--- config.mk ---
export PLATFORM = sky130hd
export DESIGN_NAME = fsmc_controller
export DESIGN_NICKNAME = d
export VERILOG_FILES = /design/src/hw/fsmc_controller.v /design/src/hw/fsmc_debounce.v /design/src/hw/fsmc_hold_timer.v
export VERILOG_INCLUDE_DIRS = /design/src /design/src/hw
export SDC_FILE = /design/constraint.sdc
export NUM_CORES = 1
export LEC_CHECK = 0
export ABC_AREA = 0
export BUFFER_PORTS_ARGS = -buffer_cell sky130_fd_sc_hd__clkbuf_2
export CAP_MARGIN = 10
export CORE_UTILIZATION = 55
export DETAILED_ROUTE_END_ITERATION = 16
export MAX_ROUTING_LAYER = met4
export PLACE_DENSITY = 0.72
export SYNTH_ARGS = -nofsm -noshare
export SYNTH_HDL_FRONTEND = slang
export SYNTH_HIERARCHICAL = 1
export SYNTH_SLANG_ARGS = --single-unit
export TNS_END_PERCENT = 50
--- constraint.sdc ---
create_clock -name mclk -period 6.5 [get_ports mclk]
set_input_delay 1.95 -clock mclk [delete_from_list [all_inputs] [get_ports mclk]]
set_output_delay 1.95 -clock mclk [all_outputs]
set_load 0.05 [all_outputs]
--- src/hw/fsmc_consts.vh ---
// Constants for the footswitch mode controller: timing, encodings, reset values.
// Assumes a 200 MHz system clock; included by bare name.
`ifndef FSMC_CONSTS_VH
`define FSMC_CONSTS_VH

`define FSMC_CLK_MHZ        200
`define FSMC_HOLD_MS        2000
`define FSMC_HOLD_CYCLES    (`FSMC_HOLD_MS * 1000 * `FSMC_CLK_MHZ)
`define FSMC_DEBOUNCE_US    5000
`define FSMC_DEBOUNCE_CYCLES (`FSMC_DEBOUNCE_US * `FSMC_CLK_MHZ)
`define FSMC_MSG_MS         500
`define FSMC_MSG_CYCLES     (`FSMC_MSG_MS * 1000 * `FSMC_CLK_MHZ)
`define FSMC_NUM_SW         10
`define FSMC_LOAD_SW        5
`define FSMC_NUM_BANKS      10
`define FSMC_MODE_PRESET    1'b0
`define FSMC_MODE_PEDAL     1'b1
`define FSMC_MODE_FACTORY   `FSMC_MODE_PEDAL
`define FSMC_REF_DEFAULT    5'h00
`define FSMC_REF_LAST       5'h1E
`define FSMC_DISP_NORMAL    2'h0
`define FSMC_DISP_BYPASS    2'h1
`define FSMC_DISP_TUNER     2'h2
`define FSMC_ARROW_FLAT     2'h1
`define FSMC_ARROW_SHARP    2'h2
`define FSMC_ARROW_CENTRE   2'h3
`define FSMC_ARROW_NONE     2'h0

`endif

--- src/hw/fsmc_controller.v ---
// Footswitch mode controller: preset/pedal-toggle operation, banks, bypass, tuner.
// Assumes switches synchronous to mclk and a non-volatile mode cell outside.
// Assumes raw contacts read high while pressed and low when released.
// Presets, effect state and display text live outside; this block emits strobes and codes.
`timescale 1ns/1ps
`include "fsmc_consts.vh"
module fsmc_controller #(
	parameter NUM_SW          = `FSMC_NUM_SW,
	parameter NUM_BANKS       = `FSMC_NUM_BANKS,
	parameter HOLD_CYCLES     = `FSMC_HOLD_CYCLES,
	parameter DEBOUNCE_CYCLES = `FSMC_DEBOUNCE_CYCLES,
	parameter MSG_CYCLES      = `FSMC_MSG_CYCLES
) (
	input  wire              mclk,
	input  wire              reset,
	input  wire [NUM_SW-1:0] foot_sw,
	input  wire              up_sw,
	input  wire              down_sw,
	input  wire              mode_btn,
	input  wire              ampcab_btn,
	input  wire              nv_valid,
	input  wire              nv_mode,
	input  wire              factory_restore,
	output reg               nv_write,
	output reg               nv_wdata,
	input  wire              knob1_step,
	input  wire              knob1_dir,
	input  wire              tone_sel,
	input  wire [5:0]        tone_index,
	input  wire [1:0]        pitch_state,
	input  wire [7:0]        expr_pos,
	input  wire              amp_loop_in,
	input  wire              stomp_loop_in,
	output reg               op_mode,
	output reg  [3:0]        bank,
	output reg  [3:0]        preset_slot,
	output reg               preset_load,
	output reg  [4:0]        effect_toggle,
	output reg               bypass,
	output reg               ampcab_bypass,
	output reg               ampcab_lamp,
	output reg               amp_loop_en,
	output reg               stomp_loop_en,
	output reg               tuner_on,
	output reg  [1:0]        disp_msg,
	output reg  [1:0]        tuner_arrows,
	output reg  [4:0]        tune_ref,
	output reg  [7:0]        tuner_volume,
	output reg               tone_load,
	output reg  [5:0]        tone_entry
);
	// Numbered switches, then Up, Down, mode and amp/cabinet buttons
	localparam NIN = NUM_SW + 4;
	// Sized copies of counts that meet 4-bit bank and switch indices
	localparam [31:0] LAST_BANK    = NUM_BANKS - 1;
	localparam [31:0] FIRST_TOGGLE = `FSMC_LOAD_SW;

	// Debounced levels and one-cycle press strobes, split by switch
	wire [NIN-1:0] lvl;
	wire [NIN-1:0] prs;
	wire           hold_fire;
	wire [NUM_SW-1:0] fs_press = prs[NUM_SW-1:0];
	wire           up_press   = prs[NUM_SW];
	wire           down_press = prs[NUM_SW+1];
	wire           mode_press = prs[NUM_SW+2];
	wire           amp_press  = prs[NUM_SW+3];

	// Debounce and press detection for all switches and buttons
	fsmc_debounce #(
		.WIDTH  (NIN),
		.CYCLES (DEBOUNCE_CYCLES)
	) u_debounce (
		.mclk  (mclk),
		.reset (reset),
		.raw   ({ampcab_btn, mode_btn, down_sw, up_sw, foot_sw}),
		.level (lvl),
		.press (prs)
	);

	// Only the active preset's switch starts a long press, and not while tuning
	wire hold_level = lvl[preset_slot] & ~tuner_on;

	// Long-press timer on the active preset's switch
	fsmc_hold_timer #(
		.CYCLES (HOLD_CYCLES)
	) u_hold (
		.mclk  (mclk),
		.reset (reset),
		.held  (hold_level),
		.fired (hold_fire)
	);

	// Lowest pressed footswitch wins: each stage passes on the one above unless pressed
	wire [NUM_SW:0]     any_chain;
	wire [4*NUM_SW+3:0] idx_chain;
	assign any_chain[NUM_SW]              = 1'b0;
	assign idx_chain[4*NUM_SW+3:4*NUM_SW] = 4'h0;
	genvar g;
	generate
		for (g = 0; g < NUM_SW; g = g + 1) begin : g_prio
			// Stage g: this switch if pressed, else what the stages above found
			localparam [31:0] IDX = g;
			assign any_chain[g]         = fs_press[g] | any_chain[g+1];
			assign idx_chain[4*g+3:4*g] = fs_press[g] ? IDX[3:0] : idx_chain[4*g+7:4*g+4];
		end
	endgenerate
	// Winner of the chain, and whether any numbered switch was pressed
	wire [3:0] sw_idx = idx_chain[3:0];
	wire       sw_any = any_chain[0];

	// Any footswitch, numbered or Up/Down, counts as a press for leaving the tuner
	wire any_foot = sw_any | up_press | down_press;

	// Preset operation, where Up/Down step banks and every switch loads
	wire in_preset = (op_mode == `FSMC_MODE_PRESET);

	// Does this switch load a preset in the current mode
	wire is_load = in_preset || (sw_idx < FIRST_TOGGLE[3:0]);

	// Power-up load done, bypass message still showing, and its timer
	reg        mode_loaded;
	reg        pend_bypass;
	reg [31:0] msg_count;

	// Operating mode, non-volatile load and store
	always @(posedge mclk) begin
		if (reset) begin
			op_mode     <= `FSMC_MODE_FACTORY;
			mode_loaded <= 1'b0;
			nv_write    <= 1'b0;
			nv_wdata    <= `FSMC_MODE_FACTORY;
		end else begin
			nv_write <= 1'b0;
			if (factory_restore) begin
				op_mode  <= `FSMC_MODE_FACTORY;
				nv_write <= 1'b1;
				nv_wdata <= `FSMC_MODE_FACTORY;
				mode_loaded <= 1'b1;
			end else if (!mode_loaded) begin
				mode_loaded <= 1'b1;
				op_mode     <= nv_valid ? nv_mode : `FSMC_MODE_FACTORY;
			end else if (mode_press) begin
				op_mode  <= ~op_mode;
				nv_write <= 1'b1;
				nv_wdata <= ~op_mode;
			end
		end
	end

	// Bank, preset, bypass and effect toggles
	always @(posedge mclk) begin
		if (reset) begin
			bank          <= 4'h0;
			preset_slot   <= 4'h0;
			preset_load   <= 1'b0;
			effect_toggle <= 5'h00;
			bypass        <= 1'b0;
		end else begin
			preset_load   <= 1'b0;
			effect_toggle <= 5'h00;
			if (tuner_on || hold_fire) begin
				// Presses in tuner only exit it; handled below
			end else if (sw_any) begin
				if (!is_load) begin
					effect_toggle <= 5'h01 << (sw_idx - FIRST_TOGGLE[3:0]);
				end else if (sw_idx == preset_slot) begin
					bypass <= ~bypass;
					preset_load <= bypass; // Reload the held preset on exit
				end else begin
					bypass      <= 1'b0;
					preset_slot <= sw_idx;
					preset_load <= 1'b1;
				end
			end else if (in_preset && up_press) begin
				bank <= (bank == LAST_BANK[3:0]) ? 4'h0 : bank + 4'h1;
				preset_load <= 1'b1;
			end else if (in_preset && down_press) begin
				bank <= (bank == 4'h0) ? LAST_BANK[3:0] : bank - 4'h1;
				preset_load <= 1'b1;
			end
		end
	end

	// Global amp/cabinet flag and lamp, independent of operating mode
	always @(posedge mclk) begin
		if (reset) begin
			ampcab_bypass <= 1'b0;
			ampcab_lamp   <= 1'b0;
		end else if (amp_press) begin
			ampcab_bypass <= ~ampcab_bypass;
			ampcab_lamp   <= ~ampcab_bypass;
		end
	end

	// Loop enables follow their own controls, never the bypass state
	always @(posedge mclk) begin
		if (reset) begin
			amp_loop_en   <= 1'b0;
			stomp_loop_en <= 1'b0;
		end else begin
			amp_loop_en   <= amp_loop_in;
			stomp_loop_en <= stomp_loop_in;
		end
	end

	// Tuner entry, messages and exit
	always @(posedge mclk) begin
		if (reset) begin
			tuner_on    <= 1'b0;
			pend_bypass <= 1'b0;
			msg_count   <= 32'h00000000;
			disp_msg    <= `FSMC_DISP_NORMAL;
		end else if (hold_fire) begin
			tuner_on    <= 1'b1;
			pend_bypass <= 1'b1;
			msg_count   <= 32'h00000000;
			disp_msg    <= `FSMC_DISP_BYPASS;
		end else if (tuner_on) begin
			if (any_foot) begin
				tuner_on    <= 1'b0;
				pend_bypass <= 1'b0;
				msg_count   <= 32'h00000000;
				disp_msg    <= `FSMC_DISP_NORMAL;
			end else begin
				if (pend_bypass) begin
					if (msg_count >= MSG_CYCLES - 1) begin
						pend_bypass <= 1'b0;
						disp_msg    <= `FSMC_DISP_TUNER;
					end else begin
						msg_count <= msg_count + 32'h00000001;
					end
				end
			end
		end
	end

	// Reference choice: the first knob steps it only while tuning
	always @(posedge mclk) begin
		if (reset) begin
			tune_ref <= `FSMC_REF_DEFAULT;
		end else if (tuner_on && !any_foot && knob1_step) begin
			if (knob1_dir && tune_ref != `FSMC_REF_LAST) begin
				tune_ref <= tune_ref + 5'h01;
			end else if (!knob1_dir && tune_ref != `FSMC_REF_DEFAULT) begin
				tune_ref <= tune_ref - 5'h01;
			end
		end
	end

	// Arrow pattern for the detected pitch: left when flat, right when sharp
	reg [1:0] next_arrows;
	always @* begin
		next_arrows = `FSMC_ARROW_NONE;
		case (pitch_state)
			2'h1:    next_arrows = `FSMC_ARROW_FLAT;
			2'h2:    next_arrows = `FSMC_ARROW_SHARP;
			2'h3:    next_arrows = `FSMC_ARROW_CENTRE;
			default: next_arrows = `FSMC_ARROW_NONE;
		endcase
	end

	// Tuner arrows and volume from the pedal while tuning
	always @(posedge mclk) begin
		if (reset) begin
			tuner_arrows <= `FSMC_ARROW_NONE;
			tuner_volume <= 8'h00;
		end else begin
			tuner_arrows <= tuner_on ? next_arrows : `FSMC_ARROW_NONE;
			tuner_volume <= tuner_on ? expr_pos : 8'h00;
		end
	end

	// Tone library: only the pre-amp group is reloaded
	always @(posedge mclk) begin
		if (reset) begin
			tone_load  <= 1'b0;
			tone_entry <= 6'h00;
		end else begin
			tone_load <= tone_sel & ~tuner_on;
			// Entries picked while tuning are dropped along with their strobe
			if (tone_sel && !tuner_on) begin
				tone_entry <= tone_index;
			end
		end
	end
endmodule // fsmc_controller

--- src/hw/fsmc_debounce.v ---
// Debouncer and edge detector for one group of switch inputs, one per bit.
// Assumes inputs synchronous to mclk; emits a one-cycle press pulse per press.
`timescale 1ns/1ps
module fsmc_debounce #(
	parameter WIDTH  = 12,
	parameter CYCLES = 1000000
) (
	input  wire             mclk,
	input  wire             reset,
	input  wire [WIDTH-1:0] raw,
	output wire [WIDTH-1:0] level,
	output wire [WIDTH-1:0] press
);
	genvar i;
	generate
		for (i = 0; i < WIDTH; i = i + 1) begin : g_bit
			reg [31:0] count;
			reg        stable;
			reg        pulse;
			// Accept a new level only once it has held for the whole window
			always @(posedge mclk) begin
				if (reset) begin
					count  <= 32'h00000000;
					stable <= 1'b0;
					pulse  <= 1'b0;
				end else begin
					pulse <= 1'b0;
					if (raw[i] == stable) begin
						count <= 32'h00000000;
					end else if (count >= CYCLES - 1) begin
						count  <= 32'h00000000;
						stable <= raw[i];
						pulse  <= raw[i]; // Rising edge only
					end else begin
						count <= count + 32'h00000001;
					end
				end
			end
			assign level[i] = stable;
			assign press[i] = pulse;
		end
	endgenerate
endmodule // fsmc_debounce

--- src/hw/fsmc_hold_timer.v ---
// Long-press timer: pulses once when its input has stayed high for CYCLES.
// Assumes a debounced level input synchronous to mclk.
`timescale 1ns/1ps
module fsmc_hold_timer #(
	parameter CYCLES = 400000000
) (
	input  wire mclk,
	input  wire reset,
	input  wire held,
	output reg  fired
);
	reg [31:0] count;
	reg        done;

	// Count while held; fire once, rearm on release
	always @(posedge mclk) begin
		if (reset || !held) begin
			count <= 32'h00000000;
			done  <= 1'b0;
			fired <= 1'b0;
		end else if (!done && count >= CYCLES - 1) begin
			done  <= 1'b1;
			fired <= 1'b1;
		end else begin
			fired <= 1'b0;
			if (!done) begin
				count <= count + 32'h00000001;
			end
		end
	end
endmodule // fsmc_hold_timer

* Word-level counts from Yosys, hierarchy flattened
Index checks and enable logic that the tools add are counted.
** Word-level totals
- Register bits :: 590
** Cells by class
- Equality and inequality tests :: 22
- Reductions and logical operators :: 81
- Bitwise operators :: 50
- Shift operators :: 1
- $add $sub $neg :: 21
- Order comparisons :: 18
- Mux-type cells :: 49
** Operators by type and width (number)
- 32-bit by 1-bit adder with 32-bit output (second input constant) :: 16
- 32-bit by 20-bit greater-or-equal comparator with 1-bit output (second input constant) :: 14
- 32-bit 2-to-1 mux :: 3
- 3-bit OR reduction :: 28
- 4-bit 2-to-1 mux :: 14
- 1-bit NOT :: 37
- 2-bit AND reduction :: 17
- 32-bit by 27-bit greater-or-equal comparator with 1-bit output (second input constant) :: 1
- 32-bit by 29-bit greater-or-equal comparator with 1-bit output (second input constant) :: 1
- 1-bit 2-to-1 mux :: 25
- 3-bit AND reduction :: 5
- 1-bit equality test :: 14
- 1-bit OR :: 11
- 5-bit 2-to-1 mux :: 2
- 2-bit nonzero test :: 5
- 1-bit logical AND :: 8
- 2-bit OR reduction :: 4
- 2-bit 2-to-1 mux :: 3
- 2-bit case mux with 3 select lines :: 1
- 3-bit nonzero test :: 2
- 5-bit by 1-bit adder with 5-bit output (second input constant) :: 1
- 1-bit logical NOT :: 5
- 4-bit by 5-bit < comparator with 1-bit output (second input constant) :: 1
- 5-bit != test (second input constant) :: 1
- 19 further kinds :: 23

* Depth between registers and ports, before layout
Gate-level depths: netlist (run 1).
- Depth in word-level cells :: 15
- Depth in mapped cells :: 14
- Gate-level depth less buffers :: 12

* Hierarchy
The synthesis (run 1) kept the hierarchy.
** By module, submodules not included
- fsmc_debounce :: area each 17454.2 µm², instances 1, seq. area each 9529.1 µm², cells an instance 1808
- fsmc_controller :: area each 3971.3 µm², instances 1, seq. area each 1601.5 µm², cells an instance 460
- fsmc_hold_timer :: area each 1808.0 µm², instances 1, seq. area each 680.7 µm², cells an instance 208

* Worst setup path before layout (run 1)
OpenSTA, ideal clock, no wires.
- Path kind :: in2reg
- Start point :: input port knob1_dir
- End point :: register tune_ref[4]
- Setup slack :: 2.928 ns
- Data required time :: 6.429 ns
- Stages :: 7
- Arrival :: 3.502 ns
- Cells stage by stage :: o21ai_0 fa_1 a21o_1 a21oi_1 xor2_1 or3_1 a21oi_1
** On the way
- Cells in the longest elaborated chain, start to end :: 4
** RTL lines
- start: declaration :: line fsmc_controller.v:27 : input wire knob1_dir,
- 1-bit logical NOT :: line fsmc_controller.v:244 : end else if (!knob1_dir && tune_ref != `FSMC_REF_DEFAULT) begin
- 1-bit logical AND (no source line)
- 2-bit nonzero test (no source line)
- 2-bit AND reduction (no source line)
- end signal: assignment :: line fsmc_controller.v:240 : tune_ref <= `FSMC_REF_DEFAULT;
- end signal: assignment :: line fsmc_controller.v:243 : tune_ref <= tune_ref + 5'h01;
- end signal: assignment :: line fsmc_controller.v:245 : tune_ref <= tune_ref - 5'h01;
- end: declaration :: line fsmc_controller.v:47 : output reg [4:0] tune_ref,
Several ways; a longest one is shown, not always the timed one.
A chain may end at the register's enable or synchronous reset.

* Worst setup path after layout (run 1)
- Start point :: register tuner_on
- End point :: output port tuner_on
** RTL lines
- start: declaration :: line fsmc_controller.v:44 : output reg tuner_on,
- start signal: assignment :: line fsmc_controller.v:209 : tuner_on <= 1'b0;
- start signal: assignment :: line fsmc_controller.v:214 : tuner_on <= 1'b1;
- start signal: assignment :: line fsmc_controller.v:220 : tuner_on <= 1'b0;
No word-level cell between the ends.

==> out/metrics.cfg, run 1 <==
[layout]
fin_area_sq_mm=0.0265
area_growth_pct=14.2
final_nets=2758
drive_gt1_share_pct=8.78
diodes=0
finalNonFillerCells=3278

[clock_network]
cts_root_buffer=clkbuf_16
cts_buffers=60
worstSkewPairLatency_ps=600
htreeDepth=2
clock_path_buffers=3
cts_tree=built
post-cts-setup-buffers=0
cts_sinks=590
ctsHoldBuffers=0
path_clk_slew_ps=60
cts.repair.resized=0

[place]
post-dp-hpwl_um=29800
placed_cell_area_sq_mm=0.0244
dpl.cell_count=3166
globalplace.congestion=0.863
portBuffers=86

[synth]
synth_flop_cell=dfxtp_1
yosys_warnings=6
synth_cell_types=83
synth-seq-cells=590
avgSynthCellArea_sq_um=9.38
syn-cell-area_sq_mm=0.0232
synthCells=2476
synth_edf_count=0
ys_seq_area_share_pct=50.8
async_reset_ff_share_pct=0

[floorplan]
fp.dieH_um=208
die_area_sq_mm=0.0431
boundaryPins=87
initial_core_util_pct=56.4
rows=74
core_area_sq_mm=0.0412
die_w_um=208

[detailed_routing]
wirelength_um=43000
route.vias.total=17300
drt_pass1_iterations=5
drc=0
via_per_inst=5.28
avgRoutedWirePerCell_um=13.1
drt_iter0_markers=974
antenna_left=0

[critical_path]
critPathSlowestCell=dfxtp_1
rrSetupSlack_ps=3620
crit_cells=1
worstRegToRegCells=7
endpoint_kind=output pin
worst_ep_required_time_ps=4550
crit_fanout=20
critPathArrivalTime_ps=1770
start_kind=flip-flop
r2r_end=u_hold/count[3]
path_cells=clkbuf_2
crit_path_end=tuner_on
cp_num_buf_inv=1
crit_family=flip-flops
startpoint=tuner_on
max_stage_delay_ps=770
worst_r2r_startpoint=preset_slot[0]
path_class=flip-flop to output pin

[global_routing]
grt_overflow=0
antenna_found_initial=0
gr-usage-all-layers_pct=20.6
first_global_vias=16300
grt_max_degree=39
grt_pass1_wl_um=73800

[timing]
rsz0062_at_grt=false
maxSlewHeadroom_pct=17.3
tightest_slew_ps=1240
post-route-period-util_pct=57.2
drv_slew=0
finalHoldViolations=0
setup_tns_ps=0
skew_ps=16.0
fmaxAchievable_mhz=269
setup_violations=0
period_needed_ps=3720

[outcome]
status=finished clean

[worst_hold_path]
min_path_type=flip-flop to flip-flop

[run]
maxCapViolations=0

[power]
peakVddDrop_v=0.000247
total_power_mw=7.45
powerDensity_mw_per_mm2=281
p_leak_nw=9.43

[flip-flops by register name (all words and copies together), names as in the netlist, 2 cells and up]
name,flops
tuner_arrows,2
msg_count,32
tune_ref,5
u_hold/count,32
effect_toggle,5
u_debounce/g_bit.stable,14
u_debounce/g_bit.pulse,14
tone_entry,6
u_debounce/g_bit.count,448
preset_slot,4
disp_msg,2
bank,4
tuner_volume,8
[layer usage]
metal  GRT usage [%]  vias up  routed length [um]
met5               -        -                   0
met4            7.10        0                 949
met3            3.04       62                1750
met2            34.4      303               20400
met1            25.5     8032               19900
li1                -     8907                   -
[metrics by stage]
step | utilization, % | hold WS [ps] | setup WS [ps]
after floorplan | - | 413 | 2930
after global placement | 59.3 | 423 | 2520
after detailed placement | 59.3 | 437 | 2430
after CTS | 64.4 | 454 | 2750
after global routing | 64.4 | 467 | 2710
final | 64.4 | 449 | 2780
[placed cells by master, fill, tap and decap left out, types with 11 or more instances in the layout]
| cell | count |
|---|---|
| nor4_1 | 73 |
| clkbuf_8 | 17 |
| xnor2_1 | 132 |
| clkbuf_16 | 61 |
| or4_1 | 23 |
| nand4_1 | 91 |
| clkbuf_1 | 11 |
| nor3_1 | 74 |
| and3_1 | 58 |
| clkinv_2 | 12 |
| nand2_1 | 146 |
| and2_1 | 23 |
| dfxtp_1 | 590 |
| xor2_1 | 144 |
| ha_1 | 21 |
| a21oi_1 | 70 |
| nor2_1 | 379 |
| conb_1 | 168 |
| o21ai_0 | 41 |
| clkbuf_2 | 85 |
| o31ai_1 | 14 |
| or3_1 | 30 |
| nand3_1 | 152 |
| nand2b_1 | 40 |
| mux2i_1 | 33 |
| and4_1 | 31 |
| inv_1 | 45 |
[cells by family (layout without fill, tap and decap cells)]
| family | count (synthesis) | count (layout) | synth area share, % |
|---|---|---|---|
| buffers and inverters | 146 | 249 | 3.15 |
| other | 1 | 168 | 0.0161 |
| adder cells (fa/ha/maj) | 22 | 22 | 1.22 |
| AO/OA/AOI/OAI | 206 | 206 | 5.90 |
| flip-flops | 590 | 590 | 50.8 |
| AND/OR/NAND/NOR | 1196 | 1196 | 26.6 |
| XOR/XNOR | 276 | 276 | 10.4 |
| multiplexers | 39 | 39 | 1.87 |
[where the power goes]
part           leakage [nW]  switching, mW  internal (mW)
Sequential             4.83         0.0394           3.69
Clock                  1.03           1.37           2.15
Combinational          3.57          0.126         0.0673
Total                  9.43           1.54           5.91
[synthesized netlist by cell type (5+ instances only)]
master / number / area, sq um
dfxtp_1: 590 / 11800
nor2_1: 379 / 1420
nand3_1: 152 / 761
nand2_1: 146 / 548
xor2_1: 144 / 1260
xnor2_1: 132 / 1160
nand4_1: 91 / 569
nor3_1: 74 / 370
nor4_1: 73 / 457
a21oi_1: 70 / 350
and3_1: 58 / 363
clkbuf_1: 52 / 195
inv_1: 45 / 169
o21ai_0: 42 / 210
nand2b_1: 40 / 250
mux2i_1: 33 / 330
and4_1: 31 / 272
buf_4: 30 / 225
or3_1: 30 / 188
and2_1: 23 / 144
or4_1: 23 / 173
ha_1: 21 / 263
o31ai_1: 14 / 105
nor2_2: 9 / 56.3
nor2b_1: 9 / 56.3
a21boi_0: 8 / 60.1
buf_2: 8 / 40.0
buf_6: 8 / 90.1
nor3b_1: 8 / 60.1
o211ai_1: 8 / 60.1
nor4bb_1: 7 / 70.1
a211oi_1: 6 / 45.0
or2_2: 6 / 37.5
a31oi_1: 5 / 31.3
nor4_2: 5 / 62.6
o21a_1: 5 / 37.5
o21ai_1: 5 / 25.0
or4_4: 5 / 56.3
[worst min path at each step]
| stage | from | end | slack [ps] | cells after the start |
|---|---|---|---|---|
| after detailed placement | msg_count[27] | msg_count[27] | 440 | 1 |
| final | u_debounce/g_bit[0].count[0] | u_debounce/g_bit[0].count[0] | 450 | 1 |
| after global placement | u_debounce/g_bit[4].count[0] | u_debounce/g_bit[4].count[0] | 420 | 1 |
| after floorplan | u_debounce/g_bit[0].count[0] | u_debounce/g_bit[0].count[0] | 410 | 1 |
| after global routing | msg_count[27] | msg_count[27] | 470 | 1 |
| after CTS | u_debounce/g_bit[4].count[0] | u_debounce/g_bit[4].count[0] | 450 | 1 |
[cell type report]
type                    count  area, sq um
multi-input cells        1907        11300
inverters                  46          173
repair buffers             91          468
flip-flops and latches    590        11800
fillers                  3400        14700
clock inverters            23          284
clock buffers              89         1800
well taps                 532          666
Power figures use the tool's default switching activity.
==> run 2: changes to the inputs <==
==> constraint.sdc (replaced) <==
create_clock -name mclk -period 3.8 [get_ports mclk]
set_input_delay 1.14 -clock mclk [delete_from_list [all_inputs] [get_ports mclk]]
set_output_delay 1.14 -clock mclk [all_outputs]
set_load 0.05 [all_outputs]
==> run 2 against run 1 <==
  * Die area stayed put
  * Final area grew 0.38%
  * First-iteration DRC count is 10% lower
  * Critical path depth is the same
  * Setup slack got worse by 1900 ps
  * Critical endpoint unchanged
  * Cell count up 0.12%
  * Critical path type unchanged
  * Clock skew up 8.7 ps
  * Clock power is 76% higher
  * Via count increased by 1.0%
  * Register-to-register slack worse by 2600 ps
==> out/metrics.cfg, run 2 (synthesized netlist as in run 1, its figures left out) <==
[place]
globalplace.congestion=0.864
portBuffers=86
preCtsSetupSlack_ps=756
placed_cell_area_sq_mm=0.0245
post-dp-hpwl_um=30100
dpl.cell_count=3169

[critical_path]
crit_family=flip-flops
critPathArrivalTime_ps=1800
max_stage_delay_ps=790
path_class=flip-flop to output pin
path_cells=clkbuf_2
start_kind=flip-flop
worst_r2r_startpoint=u_debounce/g_bit[8].pulse
crit_fanout=20
startpoint=tuner_on
critPathSlowestCell=dfxtp_1
cp_num_buf_inv=1
worst_ep_required_time_ps=2660
endpoint_kind=output pin

[clock_network]
clock_path_buffers=3
cts.repair.resized=0
ctsHoldBuffers=0
post-cts-setup-buffers=0
cts_buffers=59
cts_sinks=590
worstSkewPairLatency_ps=610
cts_tree=built
path_clk_slew_ps=60
htreeDepth=2
cts_root_buffer=clkbuf_16

[detailed_routing]
drc=0
drt_pass1_iterations=5
wirelength_um=44400
via_per_inst=5.33
antenna_left=0
route.vias.total=17500
drt_iter0_markers=877
avgRoutedWirePerCell_um=13.5

[power]
peakVddDrop_v=0.000492
p_leak_nw=9.46
total_power_mw=12.9
powerDensity_mw_per_mm2=485

[layout]
final_nets=2761
fillCellCount=3293
final_cell_mix=dfxtp_1 (590), nor2_1 (379), conb_1 (168), nand3_1 (152), nand2_1 (146)
utilization_pct=64.6
finalNonFillerCells=3282
fin_area_sq_mm=0.0266
largest_reg_flops=448
largest-register=u_debounce/g_bit.count
layout_commonest_cell=dfxtp_1
area_growth_pct=14.6
reg_top3=u_debounce/g_bit.count: 448 flops, msg_count: 32 flops, u_hold/count: 32 flops
drive_gt1_share_pct=9.06

[global_routing]
grt_max_degree=55
grt_overflow=0
grt_pass1_wl_um=75300
antenna_found_initial=2
first_global_vias=16400
gr-usage-all-layers_pct=21.1

[floorplan]
rows=74
die_area_sq_mm=0.0431
core_area_sq_mm=0.0412
initial_core_util_pct=56.4
boundaryPins=87
fp.dieH_um=208
die_w_um=208

[timing]
rsz0062_at_grt=false
drv_slew=0
maxSlewHeadroom_pct=24.8
fmaxAchievable_mhz=340
tightest_slew_ps=1120
setup_tns_ps=0
setup_violations=0
post-route-period-util_pct=77.3
hold_slack_ps=450
skew_ps=24.6
period_needed_ps=2940
layout_setup_ws_ps=862
finalHoldViolations=0

[worst_hold_path]
worstHoldStart=u_debounce/g_bit[0].count[0]
min_path_type=flip-flop to flip-flop

[outcome]
status=finished clean

[run]
maxCapViolations=0

-- run 2: area by class of cell --
cell class / count / area (sq um) / area share [%]
clock buffer: 74 / 1650 / 6.21
sequential: 590 / 11800 / 44.4
clock inverter: 36 / 485 / 1.82
timing repair buffer: 95 / 514 / 1.93
antenna: 2 / 5.00 / 0.0188
inverter: 46 / 173 / 0.648
multi-input combinational: 1907 / 11300 / 42.5
tap: 532 / 666 / 2.50
-- run 2: path summary, 6_finish.rpt --
| path | to | slack, ps | cells after the start |
|---|---|---|---|
| hold reg to reg | u_debounce/g_bit[0].count[0] | 450 | 1 |
| setup / recovery | tuner_on | 860 | 1 |
| hold / removal | u_debounce/g_bit[0].count[0] | 450 | 1 |
| setup reg to reg | preset_slot[1] | 1050 | 12 |
-- run 2: routing by layer --
layer | vias up | wire (um) | GRT usage (%) | part of all wire [%]
li1 | 8905 | - | - | -
met1 | 8171 | 20100 | 25.9 | 45
met2 | 330 | 21100 | 34.9 | 48
met3 | 78 | 2090 | 3.72 | 4.7
met4 | 0 | 1080 | 7.23 | 2.4
met5 | - | 0 | - | 0
-- run 2: power breakdown --
part	internal (mW)	switching, mW
logic	0.119	0.220
registers	6.31	0.0668
clock network	3.77	2.43
total	10.2	2.72
==> run 3: changes to the inputs <==
--- a/config.mk
+++ b/config.mk
@@ -6,7 +6,7 @@
 export SDC_FILE = /design/constraint.sdc
 export NUM_CORES = 1
 export LEC_CHECK = 0
-export ABC_AREA = 0
+export ABC_AREA = 1
 export BUFFER_PORTS_ARGS = -buffer_cell sky130_fd_sc_hd__clkbuf_2
 export CAP_MARGIN = 10
 export CORE_UTILIZATION = 55
==> constraint.sdc (replaced) <==
create_clock -name mclk -period 2.85 [get_ports mclk]
set_input_delay 0.855 -clock mclk [delete_from_list [all_inputs] [get_ports mclk]]
set_output_delay 0.855 -clock mclk [all_outputs]
set_load 0.05 [all_outputs]
==> run 3 against run 2 <==
  * First-iteration DRC count increased by 28%
  * Total power increased by 34%
  * Clock power increased by 30%
  * Non-clock buffer count increased by 12
  * Largest power group unchanged
  * Utilization decreased by 1.1 points
  * Sequential power increased by 34%
  * Hold slack got worse by 6.9 ps
  * Cell count increased by 30%
  * Routed wire length increased by 11%
  * Clock-buffer cell count increased by 10
  * Clock skew decreased by 4.5 ps
==> out/metrics.cfg, run 3 <==
[timing]
layout_setup_ws_ps=400
post-route-period-util_pct=86.0
drv_slew=0
setup_violations=0
tightest_slew_ps=803
finalHoldViolations=0
skew_ps=20.2
period_needed_ps=2450
maxSlewHeadroom_pct=45.9
rsz0062_at_grt=false
setup_tns_ps=0
fmaxAchievable_mhz=408

[critical_path]
worst_r2r_startpoint=tune_ref[1]
endpoint_kind=flip-flop
path_class=flip-flop to flip-flop
critPathSlowestCell=o21ai_0
crit_fanout=6
max_stage_delay_ps=650
path_cells=nand2_1 > o21ai_0 > ha_1 > nand2_1 > nand2_1 > a21oi_1 > xor2_1 > nor2_1 > o21ai_0 > a21oi_1
worst_ep_required_time_ps=3330
start_kind=flip-flop
critPathArrivalTime_ps=2930
startpoint=tune_ref[1]
cp_common_cell=nand2_1

[detailed_routing]
wirelength_um=49400
avgRoutedWirePerCell_um=11.6
route.vias.total=20700
drc=0
dr_wl_met3_um=1940
met2_wirelength_um=23200
top_layer=met4
drt_iter0_markers=1124
drt-met1-wl_um=23100
antenna_left=0
via_per_inst=4.86
drt_pass1_iterations=5

[layout]
seqCellArea_sq_mm=0.0118
fillCellCount=3987
drive_gt1_share_pct=10.5
reg_top3=u_debounce/g_bit.count: 448 flops, msg_count: 32 flops, u_hold/count: 32 flops
multiInputGateArea_sq_mm=0.0126
layout_commonest_cell=nor2_1
area_growth_pct=13.4
largest-register=u_debounce/g_bit.count
finalNonFillerCells=4257
fin_area_sq_mm=0.0290
utilization_pct=63.5
final_nets=3669
final_cell_mix=nor2_1 (763), nand2_1 (645), dfxtp_1 (590), inv_1 (286), nand3_1 (210)
largest_reg_flops=448

[synth]
synthCells=3365
synth_top_area_share_pct=46.3
ys_seq_area_share_pct=46.3
synth_cell_types=51
synthTopCellsByArea=dfxtp_1 (46%), nor2_1 (11%), nand2_1 (9.5%)
yosys_warnings=6
synth_flop_cell=dfxtp_1
synth_edf_count=0
synth_top_cell_by_area=dfxtp_1
async_reset_ff_share_pct=0
yosysMostFrequentCell=nor2_1
synthTopCellsByCount=nor2_1 (764), nand2_1 (645), dfxtp_1 (590), inv_1 (286), nand3_1 (210)
avgSynthCellArea_sq_um=7.59
synth-seq-cells=590
syn-cell-area_sq_mm=0.0255

[floorplan]
die_w_um=217
core_area_sq_mm=0.0456
rows=78
initial_core_util_pct=56.0
die_area_sq_mm=0.0473
fp.dieH_um=217
boundaryPins=87

[clock_network]
cts.repair.resized=0
clock_path_buffers=3
post-cts-setup-buffers=0
cts_tree=built
worstSkewPairLatency_ps=610
cts_root_buffer=clkbuf_16
ctsHoldBuffers=0
htreeDepth=2
cts_sinks=590
path_clk_slew_ps=60
cts_buffers=59

[place]
post-dp-hpwl_um=35500
placed_cell_area_sq_mm=0.0269
globalplace.congestion=0.945
preCtsSetupSlack_ps=280
dpl.cell_count=4145
portBuffers=86

[outcome]
status=finished clean

[global_routing]
grt_overflow=0
first_global_vias=19500
antenna_found_initial=2
grt_pass1_wl_um=84500
grt_max_degree=32
gr-usage-all-layers_pct=21.6

[worst_hold_path]
worstHoldStart=msg_count[31]
min_path_type=flip-flop to flip-flop

[power]
peakVddDrop_v=0.000550
powerDensity_mw_per_mm2=597
p_leak_nw=10.9

[run]
maxCapViolations=0

-- run 3: cell types whose count changed after synthesis, moves of 40 or more --
cell	delta
nand2_1	+499
clkbuf_1	-40
nand2b_1	-40
xnor2_1	-73
nor2_1	+385
nor4_1	-68
and3_1	-55
nand3_1	+58
inv_1	+241
-- run 3: final timing paths --
path / to / slack [ps] / depth (start not counted)
setup / recovery: tune_ref[4] / 400 / 10
hold / removal: msg_count[31] / 440 / 2
setup reg to reg: tune_ref[4] / 400 / 10
hold reg to reg: msg_count[31] / 440 / 2
-- run 3: routing by layer --
metal | up-vias | GRT usage [%]
li1 | 10900 | -
met1 | 9408 | 26.3
met2 | 299 | 36.7
met3 | 93 | 3.31
met4 | 0 | 7.00
met5 | - | -
-- run 3: worst max-delay path: cells and delay by family, from the launching register on --
family / cells / cell delay [ps]
adders and majority gates: 1 / 410
AOI/OAI and AO/OA: 4 / 1010
xor gates and xnor gates: 1 / 170
and+or+nand+nor: 4 / 290
DFF: 1 / 450
-- run 3: cell families after synthesis --
group           share of synthesized area (%)
flops                                    46.3
xor+xnor                                 7.75
fa+ha+maj                                1.11
buf+inv                                  6.86
simple gates                             34.4
compound gates                           3.65
other cells                            0.0147
-- run 3: per-stage QoR --
| stage | total power, mW | hold WS (ps) |
|---|---|---|
| after floorplan | 9.23 | 413 |
| after global placement | 9.39 | 423 |
| after detailed placement | 9.42 | 435 |
| after CTS | 17.5 | 406 |
| after global routing | 17.9 | 418 |
| final | 17.3 | 443 |
-- run 3: power by group --
group | internal [mW] | switching [mW] | total [mW]
logic | 0.195 | 0.508 | 0.703
clock network | 4.86 | 3.18 | 8.04
registers | 8.44 | 0.103 | 8.54
-- run 3: final cells by class --
| cell class | count | share of cell area, % |
|---|---|---|
| inverter | 298 | 3.87 |
| clock buffer | 84 | 5.98 |
| sequential | 590 | 40.8 |
| clock inverter | 25 | 1.15 |
| antenna | 2 | 0.0173 |
| timing repair buffer | 107 | 2.10 |
| multi-input combinational | 2551 | 43.5 |
| tap | 600 | 2.59 |
